`src/sorter_pkg.sv`:
```
// Constants shared by the sorter trigger and result port block.
// Assumes a 250 MHz core clock and an APB register bus with 32-bit data.
package sorter_pkg;
   localparam int unsigned CLK_MHZ        = 250;
   localparam int unsigned TRIG_MIN_US    = 10;
   localparam int unsigned TRIG_MIN_CYC   = TRIG_MIN_US * CLK_MHZ;
   localparam int unsigned MS_TICK_US     = 1000;
   localparam int unsigned MS_TICK_CYC    = MS_TICK_US * CLK_MHZ;
   localparam int unsigned CLEAR_MAX_MS   = 60000;
   localparam logic [7:0]  OFF_CTRL       = 8'h00;
   localparam logic [7:0]  OFF_DELAY      = 8'h04;
   localparam logic [7:0]  OFF_COMM       = 8'h08;
   localparam logic [7:0]  OFF_STATUS     = 8'h0C;
   localparam logic [7:0]  OFF_RESULT     = 8'h10;
   localparam logic [7:0]  OFF_CMD        = 8'h14;
   localparam logic [7:0]  OFF_UPDATE     = 8'h18;
   localparam logic [7:0]  OFF_PASSWORD   = 8'h1C;
   localparam int unsigned CTRL_EXT_BIT   = 0;
   localparam int unsigned CTRL_CMP_BIT   = 1;
   localparam int unsigned CTRL_CLEAR_BIT = 2;
   localparam int unsigned COMM_AUTO_BIT  = 3;
   localparam int unsigned COMM_MULTI_BIT = 4;
   localparam int unsigned CMD_READ_BIT   = 0;
   localparam int unsigned CMD_DFLT_BIT   = 1;
   localparam int unsigned UPD_START_BIT  = 0;
   localparam logic [2:0]  BAUD_1200      = 3'h0;
   localparam logic [2:0]  BAUD_9600      = 3'h1;
   localparam logic [2:0]  BAUD_19200     = 3'h2;
   localparam logic [2:0]  BAUD_38400     = 3'h3;
   localparam logic [2:0]  BAUD_115200    = 3'h4;
   localparam logic [4:0]  ADDR_DEFAULT   = 5'h08;
   localparam logic [23:0] PASSWORD_DFLT  = 24'h123456;
   localparam logic [15:0] DELAY_DEFAULT  = 16'h0000;
   localparam logic [2:0]  BAUD_DEFAULT   = BAUD_9600;
   typedef enum logic [1:0] {
      UPD_IDLE   = 2'b00,
      UPD_VERIFY = 2'b01,
      UPD_WRITE  = 2'b11,
      UPD_RESTART= 2'b10
   } upd_state_t;
endpackage

```
`src/sorter_trigger_result_port.sv`:
```
// Sorter port trigger, result output, remote result delivery and system settings.
// Assumes synchronous inputs, an APB master, and external engines for the flash and image check.
//
// Design decisions made here: the placing of the registers and register access over APB.
`timescale 1ns/1ps
`default_nettype none
// How it works
// - In external trigger mode a rising trigger edge from the coaxial input or sorter port starts a measurement.
// - With the comparator on, each measurement's bin result drives the sorter port.
// - In hold mode the sorter outputs stay until the next result replaces them.
// - In clear mode the sorter outputs drop once the programmed delay after driving has passed.
// - The clear delay takes 0 to 60 s and matters only in clear mode.
// - In query mode the last valid result enters the output buffer only on a host read command.
// - In automatic mode every completed result enters the output buffer.
// - The serial link offers exactly 1200, 9600, 19200, 38400 and 115200 bit/s.
// - The chosen rate drives both the serial link and the USB virtual serial port.
// - In multi-drop mode the station address 0 to 31 picks out traffic for this device.
// - A defaults reset restores all settings and the password, keeps the clock, and needs the right password.
// - A firmware image is verified before flashing, installed only if good, then the device restarts.
module sorter_trigger_result_port
   import sorter_pkg::*;
#(
   parameter int unsigned MS_CYCLES  = MS_TICK_CYC,
   parameter int unsigned BIN_WIDTH  = 4
) (
   input  wire logic                 core_clk,
   input  wire logic                 rst_n,
   input  wire logic                 psel,
   input  wire logic                 penable,
   input  wire logic                 pwrite,
   input  wire logic [7:0]           paddr,
   input  wire logic [31:0]          pwdata,
   output logic      [31:0]          prdata,
   output logic                      pready,
   output logic                      pslverr,
   input  wire logic                 coax_trigger,
   input  wire logic                 sorter_trigger,
   output logic                      meas_start,
   input  wire logic                 meas_done,
   input  wire logic                 meas_valid,
   input  wire logic [31:0]          meas_data,
   input  wire logic [BIN_WIDTH-1:0] meas_bin,
   output logic      [BIN_WIDTH-1:0] sorter_bin,
   output logic                      out_buf_load,
   output logic      [31:0]          out_buf_data,
   output logic      [2:0]           baud_select,
   output logic                      multi_drop_en,
   input  wire logic [4:0]           rx_frame_addr,
   input  wire logic                 rx_frame_valid,
   output logic                      rx_frame_accept,
   output logic                      image_check_start,
   input  wire logic                 image_check_done,
   input  wire logic                 image_check_ok,
   output logic                      flash_write_start,
   input  wire logic                 flash_write_done,
   output logic                      system_restart
);
   logic              ext_mode_q, cmp_en_q, clear_mode_q, auto_mode_q, multi_q;
   logic [15:0]       delay_ms_q;
   logic [2:0]        baud_q;
   logic [4:0]        station_q;
   logic [23:0]       password_q, pw_entry_q;
   logic              trig_prev_q;
   logic [31:0]       last_data_q;
   logic              last_valid_q;
   logic [BIN_WIDTH-1:0] bin_q;
   logic              buf_load_q;
   logic [31:0]       buf_data_q;
   logic [31:0]       tick_q;
   logic [15:0]       ms_left_q;
   logic              clr_armed_q;
   logic              upd_fail_q, dflt_fail_q;
   upd_state_t        upd_q;

   wire         trig_in     = coax_trigger | sorter_trigger;
   wire         wr_en       = psel & penable & pwrite;
   wire         rd_en       = psel & penable & ~pwrite;
   wire         hit_ctrl    = paddr == OFF_CTRL;
   wire         hit_delay   = paddr == OFF_DELAY;
   wire         hit_comm    = paddr == OFF_COMM;
   wire         hit_status  = paddr == OFF_STATUS;
   wire         hit_result  = paddr == OFF_RESULT;
   wire         hit_cmd     = paddr == OFF_CMD;
   wire         hit_update  = paddr == OFF_UPDATE;
   wire         hit_pw      = paddr == OFF_PASSWORD;
   wire         mapped      = hit_ctrl | hit_delay | hit_comm | hit_status |
                              hit_result | hit_cmd | hit_update | hit_pw;
   wire         baud_ok     = pwdata[2:0] <= BAUD_115200;
   wire         delay_ok    = pwdata[15:0] <= 16'(CLEAR_MAX_MS);
   wire         bad_value   = (hit_comm & ~baud_ok) | (hit_delay & ~delay_ok);
   wire         wr_ok       = wr_en & mapped & ~bad_value;
   wire         read_cmd    = wr_ok & hit_cmd & pwdata[CMD_READ_BIT];
   wire         dflt_cmd    = wr_ok & hit_cmd & pwdata[CMD_DFLT_BIT];
   wire         pw_match    = pw_entry_q == password_q;
   wire         do_default  = dflt_cmd & pw_match;
   wire         trig_rise   = ext_mode_q & trig_in & ~trig_prev_q;
   wire         new_result  = meas_done & cmp_en_q;
   wire         tick_end    = tick_q == MS_CYCLES - 1;
   wire         clr_expire  = clear_mode_q & clr_armed_q & (ms_left_q == 16'h0000);
   wire         upd_start   = wr_ok & hit_update & pwdata[UPD_START_BIT] & (upd_q == UPD_IDLE);

   assign pready          = 1'b1;
   assign pslverr         = psel & penable & (~mapped | (pwrite & bad_value));
   assign meas_start      = trig_rise;
   assign sorter_bin      = bin_q;
   assign out_buf_load    = buf_load_q;
   assign out_buf_data    = buf_data_q;
   assign baud_select     = baud_q;
   assign multi_drop_en   = multi_q;
   assign rx_frame_accept = rx_frame_valid & (~multi_q | (rx_frame_addr == station_q));
   assign image_check_start = upd_q == UPD_VERIFY;
   assign flash_write_start = upd_q == UPD_WRITE;
   assign system_restart    = upd_q == UPD_RESTART;

   always_comb begin
      prdata = 32'h0000_0000;
      if (rd_en) begin
         case (1'b1)
            hit_ctrl:   prdata = {29'h0, clear_mode_q, cmp_en_q, ext_mode_q};
            hit_delay:  prdata = {16'h0, delay_ms_q};
            hit_comm:   prdata = {11'h0, station_q, 11'h0, multi_q, auto_mode_q, baud_q};
            hit_status: prdata = {25'h0, dflt_fail_q, upd_fail_q, upd_q, clr_armed_q, last_valid_q, 1'b0}
                                 | 32'(bin_q) << 8;
            hit_result: prdata = last_data_q;
            default:    prdata = 32'h0000_0000;
         endcase
      end
   end

   // Settings registers; a defaults reset leaves any time-of-day logic alone since none lives here.
   always_ff @(posedge core_clk) begin
      if (!rst_n || do_default) begin
         ext_mode_q   <= 1'b0;
         cmp_en_q     <= 1'b0;
         clear_mode_q <= 1'b0;
         delay_ms_q   <= DELAY_DEFAULT;
         baud_q       <= BAUD_DEFAULT;
         auto_mode_q  <= 1'b0;
         multi_q      <= 1'b0;
         station_q    <= ADDR_DEFAULT;
         password_q   <= PASSWORD_DFLT;
      end else if (wr_ok) begin
         if (hit_ctrl) begin
            ext_mode_q   <= pwdata[CTRL_EXT_BIT];
            cmp_en_q     <= pwdata[CTRL_CMP_BIT];
            clear_mode_q <= pwdata[CTRL_CLEAR_BIT];
         end
         if (hit_delay) delay_ms_q <= pwdata[15:0];
         if (hit_comm) begin
            baud_q      <= pwdata[2:0];
            auto_mode_q <= pwdata[COMM_AUTO_BIT];
            multi_q     <= pwdata[COMM_MULTI_BIT];
            station_q   <= pwdata[20:16];
         end
         if (hit_pw && pw_match && pwdata[31]) password_q <= pwdata[23:0];
      end
   end

   // Password entry is written first; a mismatch refuses the defaults reset and flags it.
   always_ff @(posedge core_clk) begin
      if (!rst_n) begin
         pw_entry_q  <= 24'h000000;
         dflt_fail_q <= 1'b0;
      end else begin
         if (wr_ok && hit_pw && !pwdata[31]) pw_entry_q <= pwdata[23:0];
         if (dflt_cmd) dflt_fail_q <= ~pw_match;
      end
   end

   always_ff @(posedge core_clk) begin
      if (!rst_n) begin
         trig_prev_q  <= 1'b0;
         last_data_q  <= 32'h0000_0000;
         last_valid_q <= 1'b0;
      end else begin
         trig_prev_q <= trig_in;
         if (meas_done && meas_valid) begin
            last_data_q  <= meas_data;
            last_valid_q <= 1'b1;
         end
      end
   end

   // Output buffer load; automatic mode wins when a read command collides with a result.
   always_ff @(posedge core_clk) begin
      if (!rst_n) begin
         buf_load_q <= 1'b0;
         buf_data_q <= 32'h0000_0000;
      end else begin
         buf_load_q <= 1'b0;
         if (auto_mode_q && meas_done) begin
            buf_load_q <= 1'b1;
            buf_data_q <= meas_data;
         end else if (!auto_mode_q && read_cmd && last_valid_q) begin
            buf_load_q <= 1'b1;
            buf_data_q <= last_data_q;
         end
      end
   end

   // Sorter outputs and the millisecond clear timer.
   always_ff @(posedge core_clk) begin
      if (!rst_n) begin
         bin_q       <= '0;
         tick_q      <= 32'h0000_0000;
         ms_left_q   <= 16'h0000;
         clr_armed_q <= 1'b0;
      end else if (new_result) begin
         bin_q       <= meas_bin;
         tick_q      <= 32'h0000_0000;
         ms_left_q   <= delay_ms_q;
         clr_armed_q <= 1'b1;
      end else if (clr_expire) begin
         bin_q       <= '0;
         clr_armed_q <= 1'b0;
      end else if (clear_mode_q && clr_armed_q) begin
         tick_q <= tick_end ? 32'h0000_0000 : tick_q + 32'h0000_0001;
         if (tick_end) ms_left_q <= ms_left_q - 16'h0001;
      end
   end

   // Firmware update walk; the flash is never touched unless the image check passed.
   always_ff @(posedge core_clk) begin
      if (!rst_n) begin
         upd_q      <= UPD_IDLE;
         upd_fail_q <= 1'b0;
      end else begin
         case (upd_q)
            UPD_IDLE: if (upd_start) begin
               upd_q      <= UPD_VERIFY;
               upd_fail_q <= 1'b0;
            end
            UPD_VERIFY: if (image_check_done) begin
               upd_q      <= image_check_ok ? UPD_WRITE : UPD_IDLE;
               upd_fail_q <= ~image_check_ok;
            end
            UPD_WRITE: if (flash_write_done) upd_q <= UPD_RESTART;
            UPD_RESTART: upd_q <= UPD_IDLE;
            default: upd_q <= UPD_IDLE;
         endcase
      end
   end

   a_trig_rise_only: assert property (@(posedge core_clk) disable iff (!rst_n)
      meas_start |-> ext_mode_q && $rose(trig_in)) else $error("start without rising trigger");
   a_bin_on_result: assert property (@(posedge core_clk) disable iff (!rst_n)
      new_result |=> sorter_bin == $past(meas_bin)) else $error("sorter bin not loaded");
   a_hold_keeps: assert property (@(posedge core_clk) disable iff (!rst_n)
      !clear_mode_q && !new_result && !do_default |=> $stable(sorter_bin)) else $error("hold output changed");
   a_clear_drops: assert property (@(posedge core_clk) disable iff (!rst_n)
      clr_expire && !new_result |=> sorter_bin == '0) else $error("clear did not drop");
   a_delay_range: assert property (@(posedge core_clk) disable iff (!rst_n)
      delay_ms_q <= 16'(CLEAR_MAX_MS)) else $error("delay out of range");
   a_query_load: assert property (@(posedge core_clk) disable iff (!rst_n)
      !auto_mode_q && !meas_done |=> out_buf_load == $past(read_cmd && last_valid_q)) else $error("query load wrong");
   a_auto_load: assert property (@(posedge core_clk) disable iff (!rst_n)
      auto_mode_q && meas_done |=> out_buf_load && out_buf_data == $past(meas_data)) else $error("auto load missing");
   a_baud_legal: assert property (@(posedge core_clk) disable iff (!rst_n)
      baud_select <= BAUD_115200) else $error("illegal baud");
   a_addr_filter: assert property (@(posedge core_clk) disable iff (!rst_n)
      rx_frame_accept && multi_q |-> rx_frame_addr == station_q) else $error("foreign frame accepted");
   a_default_pw: assert property (@(posedge core_clk) disable iff (!rst_n)
      dflt_cmd && !pw_match |=> dflt_fail_q) else $error("bad password not refused");
   a_flash_checked: assert property (@(posedge core_clk) disable iff (!rst_n)
      $rose(flash_write_start) |-> $past(image_check_done && image_check_ok)) else $error("flash before check");

   // A broken down-counter would hide behind hold mode, so the clear timer is pinned down step by step.
   a_trig_needs_ext: assert property (@(posedge core_clk) disable iff (!rst_n)
      !ext_mode_q |-> !meas_start) else $error("start outside external trigger mode");
   a_bin_not_early: assert property (@(posedge core_clk) disable iff (!rst_n)
      clr_armed_q && (ms_left_q != 16'h0000) && !new_result |=> $stable(sorter_bin))
      else $error("sorter bin dropped before the delay ran out");
   a_ms_countdown: assert property (@(posedge core_clk) disable iff (!rst_n)
      clear_mode_q && clr_armed_q && !clr_expire && !new_result && tick_end
      |=> ms_left_q == $past(ms_left_q) - 16'h0001) else $error("clear delay did not count down");
   a_delay_hold_idle: assert property (@(posedge core_clk) disable iff (!rst_n)
      !clear_mode_q && !new_result |=> $stable(ms_left_q) && $stable(tick_q)) else $error("timer ran in hold mode");
   a_delay_refused: assert property (@(posedge core_clk) disable iff (!rst_n)
      wr_en && hit_delay && !delay_ok |-> pslverr ##1 $stable(delay_ms_q)) else $error("illegal delay taken");
   a_query_data: assert property (@(posedge core_clk) disable iff (!rst_n)
      !auto_mode_q && read_cmd && last_valid_q |=> out_buf_load && out_buf_data == $past(last_data_q))
      else $error("query result wrong");
   a_baud_refused: assert property (@(posedge core_clk) disable iff (!rst_n)
      wr_en && hit_comm && !baud_ok |-> pslverr ##1 $stable(baud_select)) else $error("illegal baud taken");
   a_addr_pass: assert property (@(posedge core_clk) disable iff (!rst_n)
      rx_frame_valid && (!multi_q || rx_frame_addr == station_q) |-> rx_frame_accept)
      else $error("own frame dropped");
   a_default_restore: assert property (@(posedge core_clk) disable iff (!rst_n)
      do_default |=> baud_select == BAUD_DEFAULT && delay_ms_q == DELAY_DEFAULT && !multi_drop_en &&
      station_q == ADDR_DEFAULT && password_q == PASSWORD_DFLT) else $error("defaults not restored");
   a_default_kept: assert property (@(posedge core_clk) disable iff (!rst_n)
      dflt_cmd && !pw_match |=> $stable(baud_select) && $stable(password_q))
      else $error("settings lost without password");
   a_fail_no_flash: assert property (@(posedge core_clk) disable iff (!rst_n)
      upd_q == UPD_VERIFY && image_check_done && !image_check_ok |=> upd_q == UPD_IDLE && upd_fail_q)
      else $error("failed image not refused");
   a_restart_once: assert property (@(posedge core_clk) disable iff (!rst_n)
      flash_write_start && flash_write_done |=> system_restart ##1 !system_restart) else $error("restart missing");
   a_clear_restart: assert property (@(posedge core_clk) disable iff (!rst_n)
      clear_mode_q && new_result |=> clr_armed_q && ms_left_q == $past(delay_ms_q) && tick_q == 32'h0000_0000)
      else $error("clear delay not restarted");
endmodule
`default_nettype wire

```
`config.mk`:
```
export PLATFORM = sky130hd
export DESIGN_NAME = sorter_trigger_result_port
export DESIGN_NICKNAME = d
export VERILOG_FILES = /design/src/sorter_pkg.sv /design/src/sorter_trigger_result_port.sv
export SDC_FILE = /design/constraint.sdc
export NUM_CORES = 1
export LEC_CHECK = 0
export ABC_AREA = 0
export ABC_CLOCK_PERIOD_IN_PS = 3700
export BUFFER_PORTS_ARGS = -buffer_cell sky130_fd_sc_hd__buf_2
export CAP_MARGIN = 10
export CORE_MARGIN = 4
export CORE_UTILIZATION = 45
export DETAILED_ROUTE_END_ITERATION = 8
export GPL_TIMING_DRIVEN = 1
export PLACE_DENSITY = 0.67
export SLEW_MARGIN = 20
export SYNTH_ARGS = -nofsm -noshare
export SYNTH_HDL_FRONTEND = slang
export SYNTH_SLANG_ARGS = --single-unit
```
`constraint.sdc`:
```
create_clock -name core_clk -period 3.7 [get_ports core_clk]
set_clock_uncertainty 0.05 [all_clocks]
set_input_delay 0.925 -clock core_clk [delete_from_list [all_inputs] [get_ports core_clk]]
set_output_delay 0.925 -clock core_clk [all_outputs]
set_load 0.05 [all_outputs]
```
# Word level (Yosys, flattened, before mapping)
# Index checks and enable logic that the tools add are counted.
# totals
regBits	201
wordCells	145
# op_classes
n_mux	27
magnitude_cmp	2
addsub	2
eq_ne	17
reduce_logical	30
bitwise	45
# op_table
operator	n
32-bit two-way mux	9
16-bit two-way mux	4
32-bit by 1-bit adder with 32-bit output, second input constant	1
32-bit by 18-bit equality test with 1-bit output, second input constant	1
8-bit by 5-bit equality test with 1-bit output, second input constant	4
24-bit equality test	1
1-bit AND	22
8-bit by 4-bit equality test with 1-bit output, second input constant	2
16-bit <= comparator, second input constant	1
16-bit logical NOT	1
16-bit by 1-bit subtractor with 16-bit output, second input constant	1
7-bit by 12-bit bitwise OR with 12-bit output	1
1-bit NOT	11
1-bit bitwise OR	11
2-bit AND reduction	5
2-bit nonzero test	5
1-bit logical AND	9
3-bit AND reduction	3
8-bit by 3-bit equality test with 1-bit output, second input constant	1
8-bit logical NOT	1
2-bit two-way mux	4
4-bit two-way mux	2
2-bit case mux with 4 select lines	1
1-bit two-way mux	6
other kinds (11)	16

# Longest topological paths before layout
# logic_depth
word_depth	16
ltp_mapped	9

# Least setup slack after synthesis
# Ideal clock, no wire load.
# synth_path
path_kind	input to output
startpoint	input port paddr[5]
endpoint	output port prdata[3]
n_path_buf	1
arrival_time_ns	3.056
required_ns	2.725
cell_stages	5
setup_slack_ns	-0.331
path_cell_list	nor3_1 > and3_1 > clkbuf_1 > a221oi_1 > nor3_1
# synth_between
elab_chain_len	7
word_cells_on_any_way	11
classes_between	eq/ne (4); mux (6); reduce/logical (1)
# synth_rtl
element	line_no	rtl
start, declared	sorter_trigger_result_port.sv:31	input wire logic [7:0] paddr,
8-bit by 5-bit equality test with 1-bit output	sorter_trigger_result_port.sv:82	wire hit_result = paddr == OFF_RESULT;
32-bit two-way mux (4 in a row)	sorter_trigger_result_port.sv:118	case (1'b1)
32-bit two-way mux *	sorter_trigger_result_port.sv:118	
32-bit two-way mux *	sorter_trigger_result_port.sv:117	if (rd_en) begin
end, declared	sorter_trigger_result_port.sv:33	output logic [31:0] prdata,
# Mark *: on every way between the ends. The rest lies on a longest branch, timed or not.

# Final worst setup path
# layout_path
startpoint	input port paddr[5]
endpoint	output port prdata[9]
# The elaborated chain is that of the path after synthesis.

==> impl_metrics.env <==
export IMPL_status="complete, no violations"
export IMPL_die_h_um=152
export IMPL_crit_arrival_ns=2.56
export IMPL_grt_pass1_vias=8638
export IMPL_fin_cells=1597
export IMPL_max_stage_delay_ns=0.44
export IMPL_grt_max_degree=92
export IMPL_seq_area_mm2=0.00402
export IMPL_worst_pin_slew_ns=1.07
export IMPL_clock_latency_ns=0.50
export IMPL_drive_gt1_share_pct=19.9
export IMPL_viasPerCell=5.81
export IMPL_max_freq_mhz=283
export IMPL_peakVddDrop_mv=0.358
export IMPL_diodes=0
export IMPL_async_flop_share_pct=0
export IMPL_wl_per_cell_um=18.0
export IMPL_crit_path_end_kind="output pin"
export IMPL_grt_overflow=0
export IMPL_grt_total_usage_pct=23.5
export IMPL_postCtsSetupRepairBufs=0
export IMPL_pwr_share_comb_pct=4.8
export IMPL_fill_cells=1914
export IMPL_portBuffers=165
export IMPL_drt_total_wl_mm=28.8
export IMPL_io_pins=174
export IMPL_path_class="in -> out"
export IMPL_p_seq_share_pct=47.0
export IMPL_vias=9275
export IMPL_syn_cell_area_mm2=0.00931
export IMPL_p_int_mw=3.64
export IMPL_synth_ff_latch_count=201
export IMPL_dp_cells=1558
export IMPL_cts_hold_buf=0
export IMPL_cts_tree="done"
export IMPL_synth_warnings=0
export IMPL_p_sw_share_pct=22.2
export IMPL_period_share_pct=95.6
export IMPL_antenna_found_initial=0
export IMPL_hp_class="reg -> reg"
export IMPL_gp_congestion=0.895
export IMPL_fin_nets=1409
export IMPL_cp_data_required_time_ns=2.72
export IMPL_firstDrtPassIters=5
export IMPL_dpl_hpwl_mm=20.1
export IMPL_ant_nets=0
export IMPL_clkSlewWorstSetupHoldPaths_ns=0.06
export IMPL_core_mm2=0.0203
export IMPL_synth_edf_count=0
export IMPL_clock_power_share_pct=48.2
export IMPL_fin_ws_ns=0.164
export IMPL_synth_flop_cell="dfxtp_1"
export IMPL_area_delta_synth_final_pct=21.0
export IMPL_place_area_mm2=0.0105
export IMPL_drt_iter0_drc=755
export IMPL_initial_core_util_pct=45.8
export IMPL_final_setup_tns_ns=0
export IMPL_synth_cells=1174
export IMPL_fin_crit_ns=3.54
export IMPL_die_w_um=152
export IMPL_power_switching_mw=1.04
export IMPL_rows=52
export IMPL_crit_chain="buf_2 -> nor4_2 -> and2_1 -> a21oi_1 -> a2bb2oi_1 -> nor2_1 -> buf_2"
export IMPL_slew_viol_final=0
export IMPL_multi_input_area_mm2=0.00496
export IMPL_crit_path_frequent_cell="buf_2"
export IMPL_slew_headroom_pct=28.4
export IMPL_setup_violations=0
export IMPL_die_area_mm2=0.0230
export IMPL_critPathMaxFanout=11
export IMPL_hold_viol_final=0
export IMPL_htree_levels=1
export IMPL_synth_nets=1270
export IMPL_stdcell_area_mm2=0.0113
export IMPL_utilization_pct=55.5
export IMPL_netlist_cell_type_count=60
export IMPL_cts_resized=0
export IMPL_route_detailed_drc=0
export IMPL_power_density_mw_per_mm2=415
export IMPL_critPathSlowestCell="nor4_2"
export IMPL_layout_commonest_cell="dfxtp_1"
export IMPL_yosysSeqAreaShare_pct=43.2
export IMPL_worst_setup_path_start_kind="input port"
export IMPL_place_ws_ns=0.123
export IMPL_grt_pass1_wl_mm=45.8
export IMPL_clkSinkCount=201
export IMPL_rsz0062_at_grt="no"
export IMPL_drv_cap=0
export IMPL_clk_path_buf_depth=3
export IMPL_leakagePower_nw=4.14
export IMPL_numCtsBuffers=23
export IMPL_cts_root_buf="clkbuf_16"
export IMPL_avgSynthCellArea_um2=7.93
export IMPL_layout_common_cells="dfxtp_1, nand2_1, buf_2"
power by group through the flow:
stage	sequential (mW)	combinational (mW)	clock, mW
after floorplan	2.24	0.107	0
after global placement	2.24	0.220	0
after detailed placement	2.24	0.222	0
after CTS	2.20	0.223	2.29
after global routing	2.20	0.245	2.37
final	2.20	0.225	2.25
registers in the layout, indices dropped and copies added, names as in the netlist:
register	flops
clear_mode_q	1
password_q	24
ext_mode_q	1
auto_mode_q	1
ms_left_q	16
last_data_q	32
sorter_bin	4
delay_ms_q	16
out_buf_data	32
dflt_fail_q	1
clr_armed_q	1
pw_entry_q	24
trig_prev_q	1
tick_q	32
upd_q	2
station_q	5
upd_fail_q	1
multi_drop_en	1
baud_select	3
out_buf_load	1
last_valid_q	1
cmp_en_q	1
worst paths after layout:
check / to / start / slack [ns] / cells past startpoint
max: prdata[9] / paddr[5] / 0.16 / 7
min: pw_entry_q[22] / pw_entry_q[22] / 0.41 / 2
max reg2reg: tick_q[15] / ms_left_q[6] / 0.97 / 7
min reg2reg: pw_entry_q[22] / pw_entry_q[22] / 0.41 / 2
cell type report:
cell class	instances	area share (%)
multi-input combinational	872	44.1
sequential	201	35.7
timing repair buffer	204	10.3
clock buffer	36	5.99
tap	270	3.00
clock inverter	3	0.578
inverter	11	0.367
critical path: cells and delay by family:
family / cells / cell delay (ns)
AND/OR/NAND/NOR: 3 / 1.01
AO/OA/AOI/OAI: 2 / 0.22
buffers and inverters: 2 / 0.40
per-stage QoR:
stage | hold WS, ns | power (mW)
finish | 0.411 | 4.68
global route | 0.425 | 4.81
CTS | 0.415 | 4.71
detailed placement | 0.407 | 2.47
global placement | 0.400 | 2.46
floorplan | 0.391 | 2.34
Yosys cell counts, types with 14 or more instances:
cell type | count | area (µm²)
a21oi_1 | 122 | 611
a22oi_1 | 23 | 173
a311oi_1 | 32 | 280
a31oi_1 | 18 | 113
and2_1 | 19 | 119
clkbuf_1 | 80 | 300
dfxtp_1 | 201 | 4020
mux2i_1 | 14 | 140
nand2_1 | 173 | 649
nand3_1 | 95 | 475
nor2_1 | 85 | 319
o21ai_0 | 83 | 415
or3_1 | 27 | 169
xor2_1 | 27 | 236
routing by layer:
layer / track usage (%) / wire (µm)
met1: 31.0 / 12500
met3: 5.18 / 1890
met2: 38.5 / 13200
met4: 7.79 / 1120
met5: 0 / 0
kinds of logic after synthesis:
family | after synthesis | share of synthesized area, %
AND/OR/NAND/NOR | 491 | 25.6
XOR/XNOR | 40 | 3.77
AO/OA/AOI/OAI | 323 | 21.2
flip-flops | 201 | 43.2
adder cells (fa/ha/maj) | 2 | 0.269
buffers and inverters | 101 | 4.25
multiplexers | 15 | 1.63
other | 1 | 0.0403
No activity file was read; power rests on OpenSTA's default activity.
